<file path="src/verilog/apf_defines.svh">
`ifndef APF_DEFINES_SVH
`define APF_DEFINES_SVH

// word-address codes on the register port
`define APF_CODE_IMB_FIRST 5'h00
`define APF_CODE_IMB_LAST 5'h03
`define APF_CODE_OMB_FIRST 5'h04
`define APF_CODE_OMB_LAST 5'h07
`define APF_CODE_FIFO 5'h08
`define APF_CODE_BM_WADDR 5'h09
`define APF_CODE_BM_RADDR 5'h0C
`define APF_CODE_MB_STATUS 5'h0D
`define APF_CODE_INT_CTRL 5'h0E
`define APF_CODE_GEN_CTRL 5'h0F
`define APF_CODE_BM_WCOUNT 5'h16
`define APF_CODE_BM_RCOUNT 5'h17

// register storage
`define APF_RF_DEPTH 32
`define APF_RF_AW 5
`define APF_RF_RESET 32'h00000000

// fifo geometry: 32 bytes each
`define APF_FIFO_DEPTH 8
`define APF_FIFO_AW 3
`define APF_FIFO_CW 4
`define APF_FIFO_FULL 4'h8

// pin synchroniser vector and its idle value (all strobes inactive)
`define APF_SYNC_W 47
`define APF_SYNC_IDLE 47'h707B00000000

// lane masks
`define APF_LANES_ALL 4'hF
`define APF_LANES_LOW16 4'h3
`define APF_LANES_NONE 4'h0

`endif

</file>
<file path="src/verilog/apf_pkg.sv">
package apf_pkg;
   typedef logic [31:0] apf_word_t;
   typedef logic [15:0] apf_half_t;
   typedef logic [3:0] apf_lane_t;
   typedef logic [4:0] apf_code_t;
endpackage : apf_pkg

</file>
<file path="src/verilog/apf_regfile.sv">
`timescale 1ns/1ps
`include "apf_defines.svh"
module apf_regfile (
   input wire logic i_clock,
   input wire logic i_sys_rst,
   input wire logic i_we,
   input wire logic [`APF_RF_AW-1:0] i_waddr,
   input wire apf_pkg::apf_lane_t i_wmask,
   input wire apf_pkg::apf_word_t i_wdata,
   input wire logic [`APF_RF_AW-1:0] i_raddr,
   output apf_pkg::apf_word_t o_rdata
);
   apf_pkg::apf_word_t mem_q [`APF_RF_DEPTH];
   apf_pkg::apf_word_t rdata_q;

   genvar e, b;
   generate
      for (e = 0; e < `APF_RF_DEPTH; e++) begin : g_entry
         for (b = 0; b < 4; b++) begin : g_lane
            logic hit;
            assign hit = i_we && (i_waddr == (`APF_RF_AW)'(e)) && i_wmask[b];
            always_ff @(posedge i_clock) begin
               if (i_sys_rst) begin
                  mem_q[e][8*b +: 8] <= 8'(`APF_RF_RESET >> (8*b));
               end else if (hit) begin
                  mem_q[e][8*b +: 8] <= i_wdata[8*b +: 8];
               end
            end
         end
      end
   endgenerate

   always_ff @(posedge i_clock) begin
      if (i_sys_rst) begin
         rdata_q <= `APF_RF_RESET;
      end else begin
         rdata_q <= mem_q[i_raddr];
      end
   end

   assign o_rdata = rdata_q;
endmodule : apf_regfile

</file>
<file path="src/verilog/apf_fifo.sv">
`timescale 1ns/1ps
`include "apf_defines.svh"
module apf_fifo (
   input wire logic i_clock,
   input wire logic i_sys_rst,
   input wire logic i_wr_valid,
   output logic o_wr_ready,
   input wire apf_pkg::apf_word_t i_wr_data,
   output logic o_rd_valid,
   input wire logic i_rd_ready,
   output apf_pkg::apf_word_t o_rd_data,
   output logic [`APF_FIFO_CW-1:0] o_count
);
   apf_pkg::apf_word_t mem_q [`APF_FIFO_DEPTH];
   logic [`APF_FIFO_AW-1:0] wptr_q;
   logic [`APF_FIFO_AW-1:0] rptr_q;
   logic [`APF_FIFO_CW-1:0] count_q;
   logic push;
   logic pop;

   assign o_wr_ready = (count_q != `APF_FIFO_FULL);
   assign o_rd_valid = (count_q != '0);
   assign push = i_wr_valid && o_wr_ready;
   assign pop = i_rd_ready && o_rd_valid;
   assign o_rd_data = mem_q[rptr_q];
   assign o_count = count_q;

   always_ff @(posedge i_clock) begin
      if (push) begin
         mem_q[wptr_q] <= i_wr_data;
      end
   end

   always_ff @(posedge i_clock) begin
      if (i_sys_rst) begin
         wptr_q <= '0;
         rptr_q <= '0;
         count_q <= '0;
      end else begin
         wptr_q <= wptr_q + (`APF_FIFO_AW)'(push);
         rptr_q <= rptr_q + (`APF_FIFO_AW)'(pop);
         count_q <= count_q + (`APF_FIFO_CW)'(push) - (`APF_FIFO_CW)'(pop);
      end
   end
endmodule : apf_fifo

</file>
<file path="src/verilog/apf_port.sv">
`timescale 1ns/1ps
`include "apf_defines.svh"
// What this block does
// - codes 0-3 incoming mailboxes, 4-7 outgoing mailboxes, 8 the fifo port
// - codes 13, 14, 15 are mailbox status, interrupt control, general control
// - code 22 is write transfer count, code 23 read transfer count
// - 32-bit mode: top byte enable gates register writes and select read drive of bits 31:24
// - 32-bit mode: lower three enables gate register writes and select read drive of their own lanes
// - write strobe with select writes addressed register, enabled lanes only
// - read strobe with select drives addressed register, enabled lanes only
// - width select low means 32-bit accesses, high means 16-bit accesses
// - 16-bit mode: top enable pin selects upper or lower half-word of a register; fifo halves go low first, then high
// - 16-bit mode: only data lines 15:0 carry registers and fifo data
// - direct write strobe pushes outbound fifo without select or address
// - direct read strobe pops inbound fifo without select or address
// - direct fifo accesses follow the selected 32-bit or 16-bit width
// - outbound flag high when fifo full; low serves as write request
// - inbound flag high when fifo empty; low serves as read request
module apf_port (
   input wire logic i_clock,
   input wire logic i_sys_rst,
   input wire logic i_chip_select_n,
   input wire logic i_read_strobe_n,
   input wire logic i_write_strobe_n,
   input wire apf_pkg::apf_code_t i_word_addr,
   input wire logic i_top_byte_lane_enable_n,
   input wire logic [2:0] i_lower_byte_lane_enables_n,
   input wire logic i_width_select,
   input wire logic i_direct_fifo_write_strobe_n,
   input wire logic i_direct_fifo_read_strobe_n,
   input wire apf_pkg::apf_word_t i_data,
   output apf_pkg::apf_word_t o_data,
   output apf_pkg::apf_lane_t o_data_oe,
   output logic o_outbound_fifo_flag,
   output logic o_inbound_fifo_flag,
   output apf_pkg::apf_word_t o_pci_ob_data,
   output logic o_pci_ob_valid,
   input wire logic i_pci_ob_ready,
   input wire apf_pkg::apf_word_t i_pci_ib_data,
   input wire logic i_pci_ib_valid,
   output logic o_pci_ib_ready
);
   logic [`APF_SYNC_W-1:0] pins_raw;
   logic [`APF_SYNC_W-1:0] sync1_q;
   logic [`APF_SYNC_W-1:0] sync2_q;

   assign pins_raw = {i_chip_select_n, i_read_strobe_n, i_write_strobe_n, i_word_addr,
                      i_top_byte_lane_enable_n, i_lower_byte_lane_enables_n, i_width_select,
                      i_direct_fifo_write_strobe_n, i_direct_fifo_read_strobe_n, i_data};

   always_ff @(posedge i_clock) begin
      if (i_sys_rst) begin
         sync1_q <= `APF_SYNC_IDLE;
         sync2_q <= `APF_SYNC_IDLE;
      end else begin
         sync1_q <= pins_raw;
         sync2_q <= sync1_q;
      end
   end

   wire cs_n = sync2_q[46];
   wire rd_n = sync2_q[45];
   wire wr_n = sync2_q[44];
   wire [4:0] addr = sync2_q[43:39];
   wire top_n = sync2_q[38];
   wire [2:0] lo_n = sync2_q[37:35];
   wire wide16 = sync2_q[34];
   wire dfw_n = sync2_q[33];
   wire dfr_n = sync2_q[32];
   wire [31:0] din = sync2_q[31:0];

   wire cs = !cs_n;
   wire reg_wr = cs && !wr_n;
   wire reg_rd = cs && !rd_n;

   wire addr_mbox = (addr <= `APF_CODE_OMB_LAST);
   wire addr_fifo = (addr == `APF_CODE_FIFO);
   wire addr_ctrl = (addr >= `APF_CODE_MB_STATUS) && (addr <= `APF_CODE_GEN_CTRL);
   wire addr_count = (addr == `APF_CODE_BM_WCOUNT) || (addr == `APF_CODE_BM_RCOUNT);
   wire addr_bmaddr = (addr == `APF_CODE_BM_WADDR) || (addr == `APF_CODE_BM_RADDR);
   wire addr_mapped = addr_mbox || addr_ctrl || addr_count || addr_bmaddr;

   wire hsel = top_n;
   wire [3:0] lanes32 = ~{top_n, lo_n};
   wire [1:0] lanes_lo = ~lo_n[1:0];
   wire [3:0] lanes16 = hsel ? {lanes_lo, 2'b00} : {2'b00, lanes_lo};
   wire [3:0] wmask = wide16 ? lanes16 : lanes32;
   wire [31:0] wdata = wide16 ? {din[15:0], din[15:0]} : din;

   wire rf_we = reg_wr && addr_mapped;
   wire [3:0] rf_wmask = wmask;
   wire [4:0] rf_waddr = addr;
   apf_pkg::apf_word_t rf_rdata;

   apf_regfile u_regs (
      .i_clock(i_clock),
      .i_sys_rst(i_sys_rst),
      .i_we(rf_we),
      .i_waddr(rf_waddr),
      .i_wmask(rf_wmask),
      .i_wdata(wdata),
      .i_raddr(addr),
      .o_rdata(rf_rdata)
   );

   wire fifo_wr_acc = !dfw_n || (reg_wr && addr_fifo);
   wire fifo_rd_acc = !dfr_n || (reg_rd && addr_fifo);
   wire rd_any = reg_rd || fifo_rd_acc;

   logic half_wr_q;
   logic half_rd_q;
   apf_pkg::apf_half_t low_hold_q;
   logic ob_full;
   logic ob_ready;
   logic ib_valid;
   logic ib_empty;
   logic [`APF_FIFO_CW-1:0] ob_count;
   logic [`APF_FIFO_CW-1:0] ib_count;
   apf_pkg::apf_word_t ib_head;

   // 16-bit fifo halves pair low first, then high
   wire ob_push = fifo_wr_acc && (!wide16 || half_wr_q);
   wire [31:0] ob_wdata = wide16 ? {din[15:0], low_hold_q} : din;
   wire ib_pop = fifo_rd_acc && (!wide16 || half_rd_q);
   wire ob_pop = o_pci_ob_valid && i_pci_ob_ready;
   wire ib_fill = i_pci_ib_valid && o_pci_ib_ready;
   assign ob_full = !ob_ready;
   assign ib_empty = !ib_valid;

   always_ff @(posedge i_clock) begin
      if (i_sys_rst) begin
         half_wr_q <= 1'b0;
         half_rd_q <= 1'b0;
         low_hold_q <= 16'h0000;
      end else begin
         half_wr_q <= wide16 ? (half_wr_q ^ fifo_wr_acc) : 1'b0;
         half_rd_q <= wide16 ? (half_rd_q ^ fifo_rd_acc) : 1'b0;
         if (fifo_wr_acc && !half_wr_q) begin
            low_hold_q <= din[15:0];
         end
      end
   end

   // a push into a full fifo is dropped; the flag warns the writer
   apf_fifo u_outbound (
      .i_clock(i_clock),
      .i_sys_rst(i_sys_rst),
      .i_wr_valid(ob_push),
      .o_wr_ready(ob_ready),
      .i_wr_data(ob_wdata),
      .o_rd_valid(o_pci_ob_valid),
      .i_rd_ready(i_pci_ob_ready),
      .o_rd_data(o_pci_ob_data),
      .o_count(ob_count)
   );

   apf_fifo u_inbound (
      .i_clock(i_clock),
      .i_sys_rst(i_sys_rst),
      .i_wr_valid(i_pci_ib_valid),
      .o_wr_ready(o_pci_ib_ready),
      .i_wr_data(i_pci_ib_data),
      .o_rd_valid(ib_valid),
      .i_rd_ready(ib_pop),
      .o_rd_data(ib_head),
      .o_count(ib_count)
   );

   // read stage one: capture control beside the registered register data
   wire [3:0] rd_lanes_sel = wide16 ? {2'b00, lanes_lo} : lanes32;
   wire [3:0] rd_lanes_dir = wide16 ? `APF_LANES_LOW16 : `APF_LANES_ALL;
   wire [3:0] rd_oe_d = !dfr_n ? rd_lanes_dir : rd_lanes_sel;
   wire rd_upper_d = wide16 && (fifo_rd_acc ? half_rd_q : hsel);

   logic rd_valid_q;
   logic rd_fifo_q;
   logic rd_mapped_q;
   logic rd_upper_q;
   logic rd_wide16_q;
   logic [3:0] rd_oe_q;
   apf_pkg::apf_word_t fifo_word_q;
   apf_pkg::apf_word_t data_q;
   apf_pkg::apf_lane_t oe_q;
   logic ob_flag_q;
   logic ib_flag_q;

   always_ff @(posedge i_clock) begin
      if (i_sys_rst) begin
         rd_valid_q <= 1'b0;
         rd_fifo_q <= 1'b0;
         rd_mapped_q <= 1'b0;
         rd_upper_q <= 1'b0;
         rd_wide16_q <= 1'b0;
         rd_oe_q <= `APF_LANES_NONE;
         fifo_word_q <= 32'h00000000;
      end else begin
         rd_valid_q <= rd_any;
         rd_fifo_q <= fifo_rd_acc;
         rd_mapped_q <= addr_mapped;
         rd_upper_q <= rd_upper_d;
         rd_wide16_q <= wide16;
         rd_oe_q <= rd_oe_d;
         fifo_word_q <= ib_head;
      end
   end

   // addressed data selected for the bus
   wire [31:0] rd_src = rd_fifo_q ? fifo_word_q : (rd_mapped_q ? rf_rdata : 32'h00000000);
   // 16-bit reads land on the low lines only
   wire [15:0] rd_half = rd_upper_q ? rd_src[31:16] : rd_src[15:0];
   wire [31:0] rd_out = rd_wide16_q ? {16'h0000, rd_half} : rd_src;
   // undriven lanes read as zero, so a masked byte never leaks
   wire [31:0] rd_lane_mask = {{8{rd_oe_q[3]}}, {8{rd_oe_q[2]}}, {8{rd_oe_q[1]}}, {8{rd_oe_q[0]}}};

   always_ff @(posedge i_clock) begin
      if (i_sys_rst) begin
         data_q <= 32'h00000000;
         oe_q <= `APF_LANES_NONE;
      end else begin
         data_q <= rd_valid_q ? (rd_out & rd_lane_mask) : 32'h00000000;
         oe_q <= rd_valid_q ? rd_oe_q : `APF_LANES_NONE;
      end
   end

   always_ff @(posedge i_clock) begin
      if (i_sys_rst) begin
         ob_flag_q <= 1'b0;
         ib_flag_q <= 1'b1;
      end else begin
         ob_flag_q <= ob_full;
         ib_flag_q <= ib_empty;
      end
   end

   assign o_data = data_q;
   assign o_data_oe = oe_q;
   assign o_outbound_fifo_flag = ob_flag_q;
   assign o_inbound_fifo_flag = ib_flag_q;
endmodule : apf_port

</file>
<file path="config.mk">
export PLATFORM = sky130hd
export DESIGN_NAME = apf_port
export DESIGN_NICKNAME = d
export VERILOG_FILES = /design/src/verilog/apf_pkg.sv /design/src/verilog/apf_regfile.sv /design/src/verilog/apf_fifo.sv /design/src/verilog/apf_port.sv
export VERILOG_INCLUDE_DIRS = /design/src /design/src/verilog
export SDC_FILE = /design/constraint.sdc
export NUM_CORES = 2
export LEC_CHECK = 0
export BUFFER_PORTS_ARGS = -buffer_cell sky130_fd_sc_hd__buf_2
export CAP_MARGIN = 20
export CELL_PAD_IN_SITES_DETAIL_PLACEMENT = 1
export CELL_PAD_IN_SITES_GLOBAL_PLACEMENT = 2
export CORE_ASPECT_RATIO = 0.5
export CORE_UTILIZATION = 51
export DETAILED_ROUTE_END_ITERATION = 6
export PLACE_DENSITY = 0.8
export RECOVER_POWER = 100
export SYNTH_ARGS = -nofsm -noshare
export SYNTH_HDL_FRONTEND = slang
export SYNTH_HIERARCHICAL = 1
export SYNTH_SLANG_ARGS = --single-unit
</file>
<file path="constraint.sdc">
create_clock -name i_clock -period 6.6 [get_ports i_clock]
set_clock_uncertainty 0.15 [all_clocks]
set_input_delay 1.32 -clock i_clock [delete_from_list [all_inputs] [get_ports i_clock]]
set_output_delay 1.32 -clock i_clock [all_outputs]
set_load 0.03 [all_outputs]
</file>
# Yosys cells after proc, flatten, opt, wreduce, memory -nomap -nowiden
# Memory sizes are Yosys's and may differ from the RTL's. A register that Yosys moved wholly into a read port is not among the register bits.
# Index checks and enable logic that the tools add are counted.
# word_totals
register_bits,179
mem_bits_rw,1536
output_inout_bits,72
n_memories,3
# mem_list
memory,depth,word_bits,rd,rd_clocked_by_memory_dff,wr,line,source
u_regs.mem_q,32,32,1,1,32,apf_regfile.sv:13,apf_pkg::apf_word_t mem_q [`APF_RF_DEPTH];
u_inbound.mem_q,8,32,1,1,1,apf_fifo.sv:14,apf_pkg::apf_word_t mem_q [`APF_FIFO_DEPTH];
u_outbound.mem_q,8,32,1,1,1,apf_fifo.sv:14,
# classes
n_addsub,8
n_lt_le_gt_ge,3
eq_ne,33
muxes,531
n_bitwise,135
n_reduce_logical,198
# op_table
cell,count
$mux 8,128
$mux 1,391
$logic_and 1x1->1,174
$mux 32,5
$or 1x1->1,128
$eq 5x5->1 const B,16
$eq 5x4->1 const B,8
$and 32x32->32,1
$eq 5x3->1 const B,4
$mux 4,5
$mux 16,1
$add 3x1->3,4
$eq 5x2->1 const B,2
$logic_or 1x1->1,10
$logic_not 1->1,9
$add 4x1->4,2
$ne 4x4->1 const B,2
$reduce_bool 4->1,2
$sub 4x1->4,2
$eq 5x1->1 const B,1
$ge 5x4->1 const B,1
$le 5x3->1 const B,1
$le 5x4->1 const B,1
$logic_not 5->1,1
6 further kinds,9

# Logic depth before layout (Yosys ltp)
# depth
word_depth,12
depth_mapped,11
ltp_nobuf,11

# Hierarchy
# Netlist, hierarchy kept.
# modules_own_cells
mod,n_inst,cells_each,area_each_um2
apf_regfile,1,3209,48574.1
apf_fifo at u_inbound,1,434,10390.0
apf_fifo at u_outbound,1,435,10296.1
apf_port,1,533,6349.8

# Worst setup path after synthesis
# OpenSTA, ideal clock, no wires.
# synth_timing
kind,input port to flip-flop
startpoint,input i_pci_ib_valid
endpoint,memory u_inbound/mem_q[0][0] (netlist bit) (enable)
setup_ps,461
t_arrival_ps,3667
required_time_ps,5989
path_slack_ps,2322
stages,2
n_path_buf,0
path_cell_list,nand3b_1 nor3_1
# synth_via
elab_chain_len,3
# synth_rtl
item,line,source
"start, declared",apf_port.sv:40,"input wire logic i_pci_ib_valid,"
$logic_and 1x1->1,apf_fifo.sv:23,assign push = i_wr_valid && o_wr_ready;
$mux 1,apf_fifo.sv:29,if (push) begin
$mux 1 (not written as such),apf_fifo.sv:30,mem_q[wptr_q] <= i_wr_data;
"end, declared",apf_fifo.sv:14,
# Every way passes these cells.

==> results.toml <==
[logic_synthesis]
yosysSeqAreaShare_pct = 67.4
synthFlopType = "edfxtp_1"
netlist_instances = 4611
synthesis.nets = 4717
yosys_warnings = 6
synth.distinct_cells = 62
synth-edff-count = 1536
ys_ff_latch = 1779
synthArstFlopShare_pct = 0
synth_area_per_cell_um2 = 16.4
netlist_area_um2 = 75600

[grt]
grt_util_all_layers_pct = 29.1
antenna_found_initial = 24
grt_max_degree = 175
grt.overflow.total = 0
grt_pass1_vias = 42700
grt_pass1_wl_mm = 308

[place]
port_buffers = 154
placed_cells = 6490
gp_congestion = 0.852
post-dp-hpwl_mm = 138
place_area_um2 = 78000
pre_cts_ws_ns = 2.53

[status]
violations = "capacitance limit, slew limit"
status = "complete, but fails checks"

[sta]
finalSetupViolCount = 0
period_needed_ns = 5.39
hold_viol = 0
setup_tns_ns = 0
relSlewSlack_pct = -126
rsz0062_at_grt = "false"
worstMarginPinSlew_ns = 3.39
max_freq_mhz = 186
layout_setup_ws_ns = 1.21
slew_violations = 1271
post-route-period-util_pct = 81.6

[worst_setup_path]
worstPathRequired_ns = 7.09
critPathKind = "flop to flop"
cp_max_fo = 41
cp.arrival_ns = 5.87
worstSetupStartpointType = "flop"
crit_chain = "clkbuf_1 > nor2b_1 > buf_4 > a221o_1 > a31oi_1"
max_stage_delay_ns = 1.80
crit_path_end_kind = "flop"
slowest_stage = "clkbuf_1"

[drt]
wl_mm = 219
vias_per_cell = 6.12
drc = 0
ant_nets = 0
vias = 41600
drtPass1Iterations = 5
wl_per_cell_um = 32.2
drt_iter0_markers = 4384

[clock_network]
clock_latency_ns = 0.81
h-tree-depth = 4
clkSlewWorstSetupHoldPaths_ns = 0.07
clockRootBuffer = "clkbuf_16"
clock_path_buffers = 3
clock_sink_count = 1779
cts_hold_buf = 0
cts_inserted_buffers = 157
cts_tree = "built"
cts_setup_buffers = 0
ctsResizeCount = 0

[layout]
final_cell_mix = "1536 x edfxtp_1, 753 x and2_0, 278 x and2_1, 274 x mux4_2, 232 x dfxtp_1"
fin_nets = 4788
area_growth_syn_to_layout_pct = 9.30
final_common_cell = "edfxtp_1"
fill_cells = 13300
final_util_pct = 56.4
fin_cells = 6790
fin_area_um2 = 82600
drive_above_1_share_pct = 15.2

[floorplanning]
core_area_um2 = 146000
io_pins = 155
dieArea_um2 = 150000
rows = 99
dieWidth_um = 547
initial_core_util_pct = 51.6
fp.dieH_um = 274

[power_and_ir_drop]
p_leak_nw = 28.4
vdd_ir_drop_max_v = 0.000252
p_per_area_nw_per_um2 = 291

[worst_hold_path]
hold_class = "flop to flop"

[run]
maxCapViolations = 34
-- synth_stat cells (all sizes together) (9+ instances only) --
cell type | number | area share (%)
nor2b | 119 | 1.0
a211oi | 18 | 0.25
a221oi | 40 | 0.55
and2 | 1031 | 8.5
and2b | 13 | 0.13
inv | 19 | 0.094
ha | 21 | 0.35
mux2 | 96 | 1.5
nor2 | 226 | 1.1
a31oi | 33 | 0.27
a21oi | 11 | 0.073
mux4 | 352 | 11
o21ai | 26 | 0.17
a21o | 129 | 1.3
nand2b | 13 | 0.11
clkbuf | 190 | 0.95
dfxtp | 243 | 6.4
or2 | 19 | 0.16
a22oi | 48 | 0.52
nand3 | 9 | 0.060
edfxtp | 1536 | 61
mux2i | 146 | 1.9
buf | 132 | 1.4
a221o | 32 | 0.42
nand2 | 65 | 0.33
-- state kept, by name (all words and copies together), names as in the netlist, 4 cells and up --
signal              cells
o_data                 32
u_outbound/mem_q      256
sync2_q                47
low_hold_q             16
u_outbound/o_count      4
u_regs/o_rdata         32
u_inbound/mem_q       256
sync1_q                47
fifo_word_q            32
rd_oe_q                 4
u_inbound/o_count       4
o_data_oe               4
u_regs/mem_q         1024
-- kinds of logic after synthesis --
| group | after synthesis | synth area share, % |
|---|---|---|
| DFF | 1779 | 67.4 |
| and+or+nand+nor | 1518 | 11.7 |
| muxes | 594 | 14.3 |
| AOI/OAI and AO/OA | 350 | 3.69 |
| buffers and inverters | 341 | 2.41 |
| adders and majority gates | 23 | 0.400 |
| xor gates and xnor gates | 6 | 0.0695 |
-- cell type report --
type / instances / area (µm²) / area share, %
inverters: 19 / 72.6 / 0.0878
repair buffers: 234 / 1160 / 1.40
multi-input cells: 2491 / 22800 / 27.6
clock buffers: 214 / 4320 / 5.22
clock inverters: 74 / 763 / 0.924
flip-flops and latches: 1779 / 51000 / 61.7
diodes: 10 / 25.0 / 0.0303
well taps: 1969 / 2460 / 2.98
-- per-layer routing --
layer | GRT usage, % | share of wire [%]
met1 | 41.0 | 42
met2 | 45.1 | 46
met3 | 6.83 | 8.8
met4 | 9.46 | 3.2
met5 | 0 | 0.016
-- where the power goes --
part           switching [mW]  internal (mW)
Combinational            1.22          0.751
Clock                    4.26           4.95
Sequential              0.277           12.6
Total                    5.76           18.3
-- final timing paths --
| kind | endpoint | depth (start not counted) | slack (ns) | startpoint |
|---|---|---|---|---|
| worst max register to register | u_regs/o_rdata[11] | 5 | 1.21 | sync2_q[43] |
| worst min-delay path | sync2_q[44] | 1 | 0.27 | sync1_q[44] |
| worst max-delay path | u_regs/o_rdata[11] | 5 | 1.21 | sync2_q[43] |
| worst min register to register | sync2_q[44] | 1 | 0.27 | sync1_q[44] |
-- stage by stage --
step | hold WS, ns | power [mW]
3_3_place_gp | 0.248 | 15.0
2_1_floorplan | 0.239 | 14.3
6_report | 0.268 | 24.0
4_1_cts | 0.263 | 24.2
5_1_grt | 0.268 | 24.7
3_5_place_dp | 0.247 | 15.1
-- critical path: cells and delay by family, from the launching register on --
| family | cells | cell delay [ns] |
|---|---|---|
| simple gates | 1 | 1.09 |
| flops | 1 | 0.66 |
| buf+inv | 2 | 2.35 |
| compound gates | 2 | 0.90 |
Note: power is estimated with default switching activity, not from simulation.
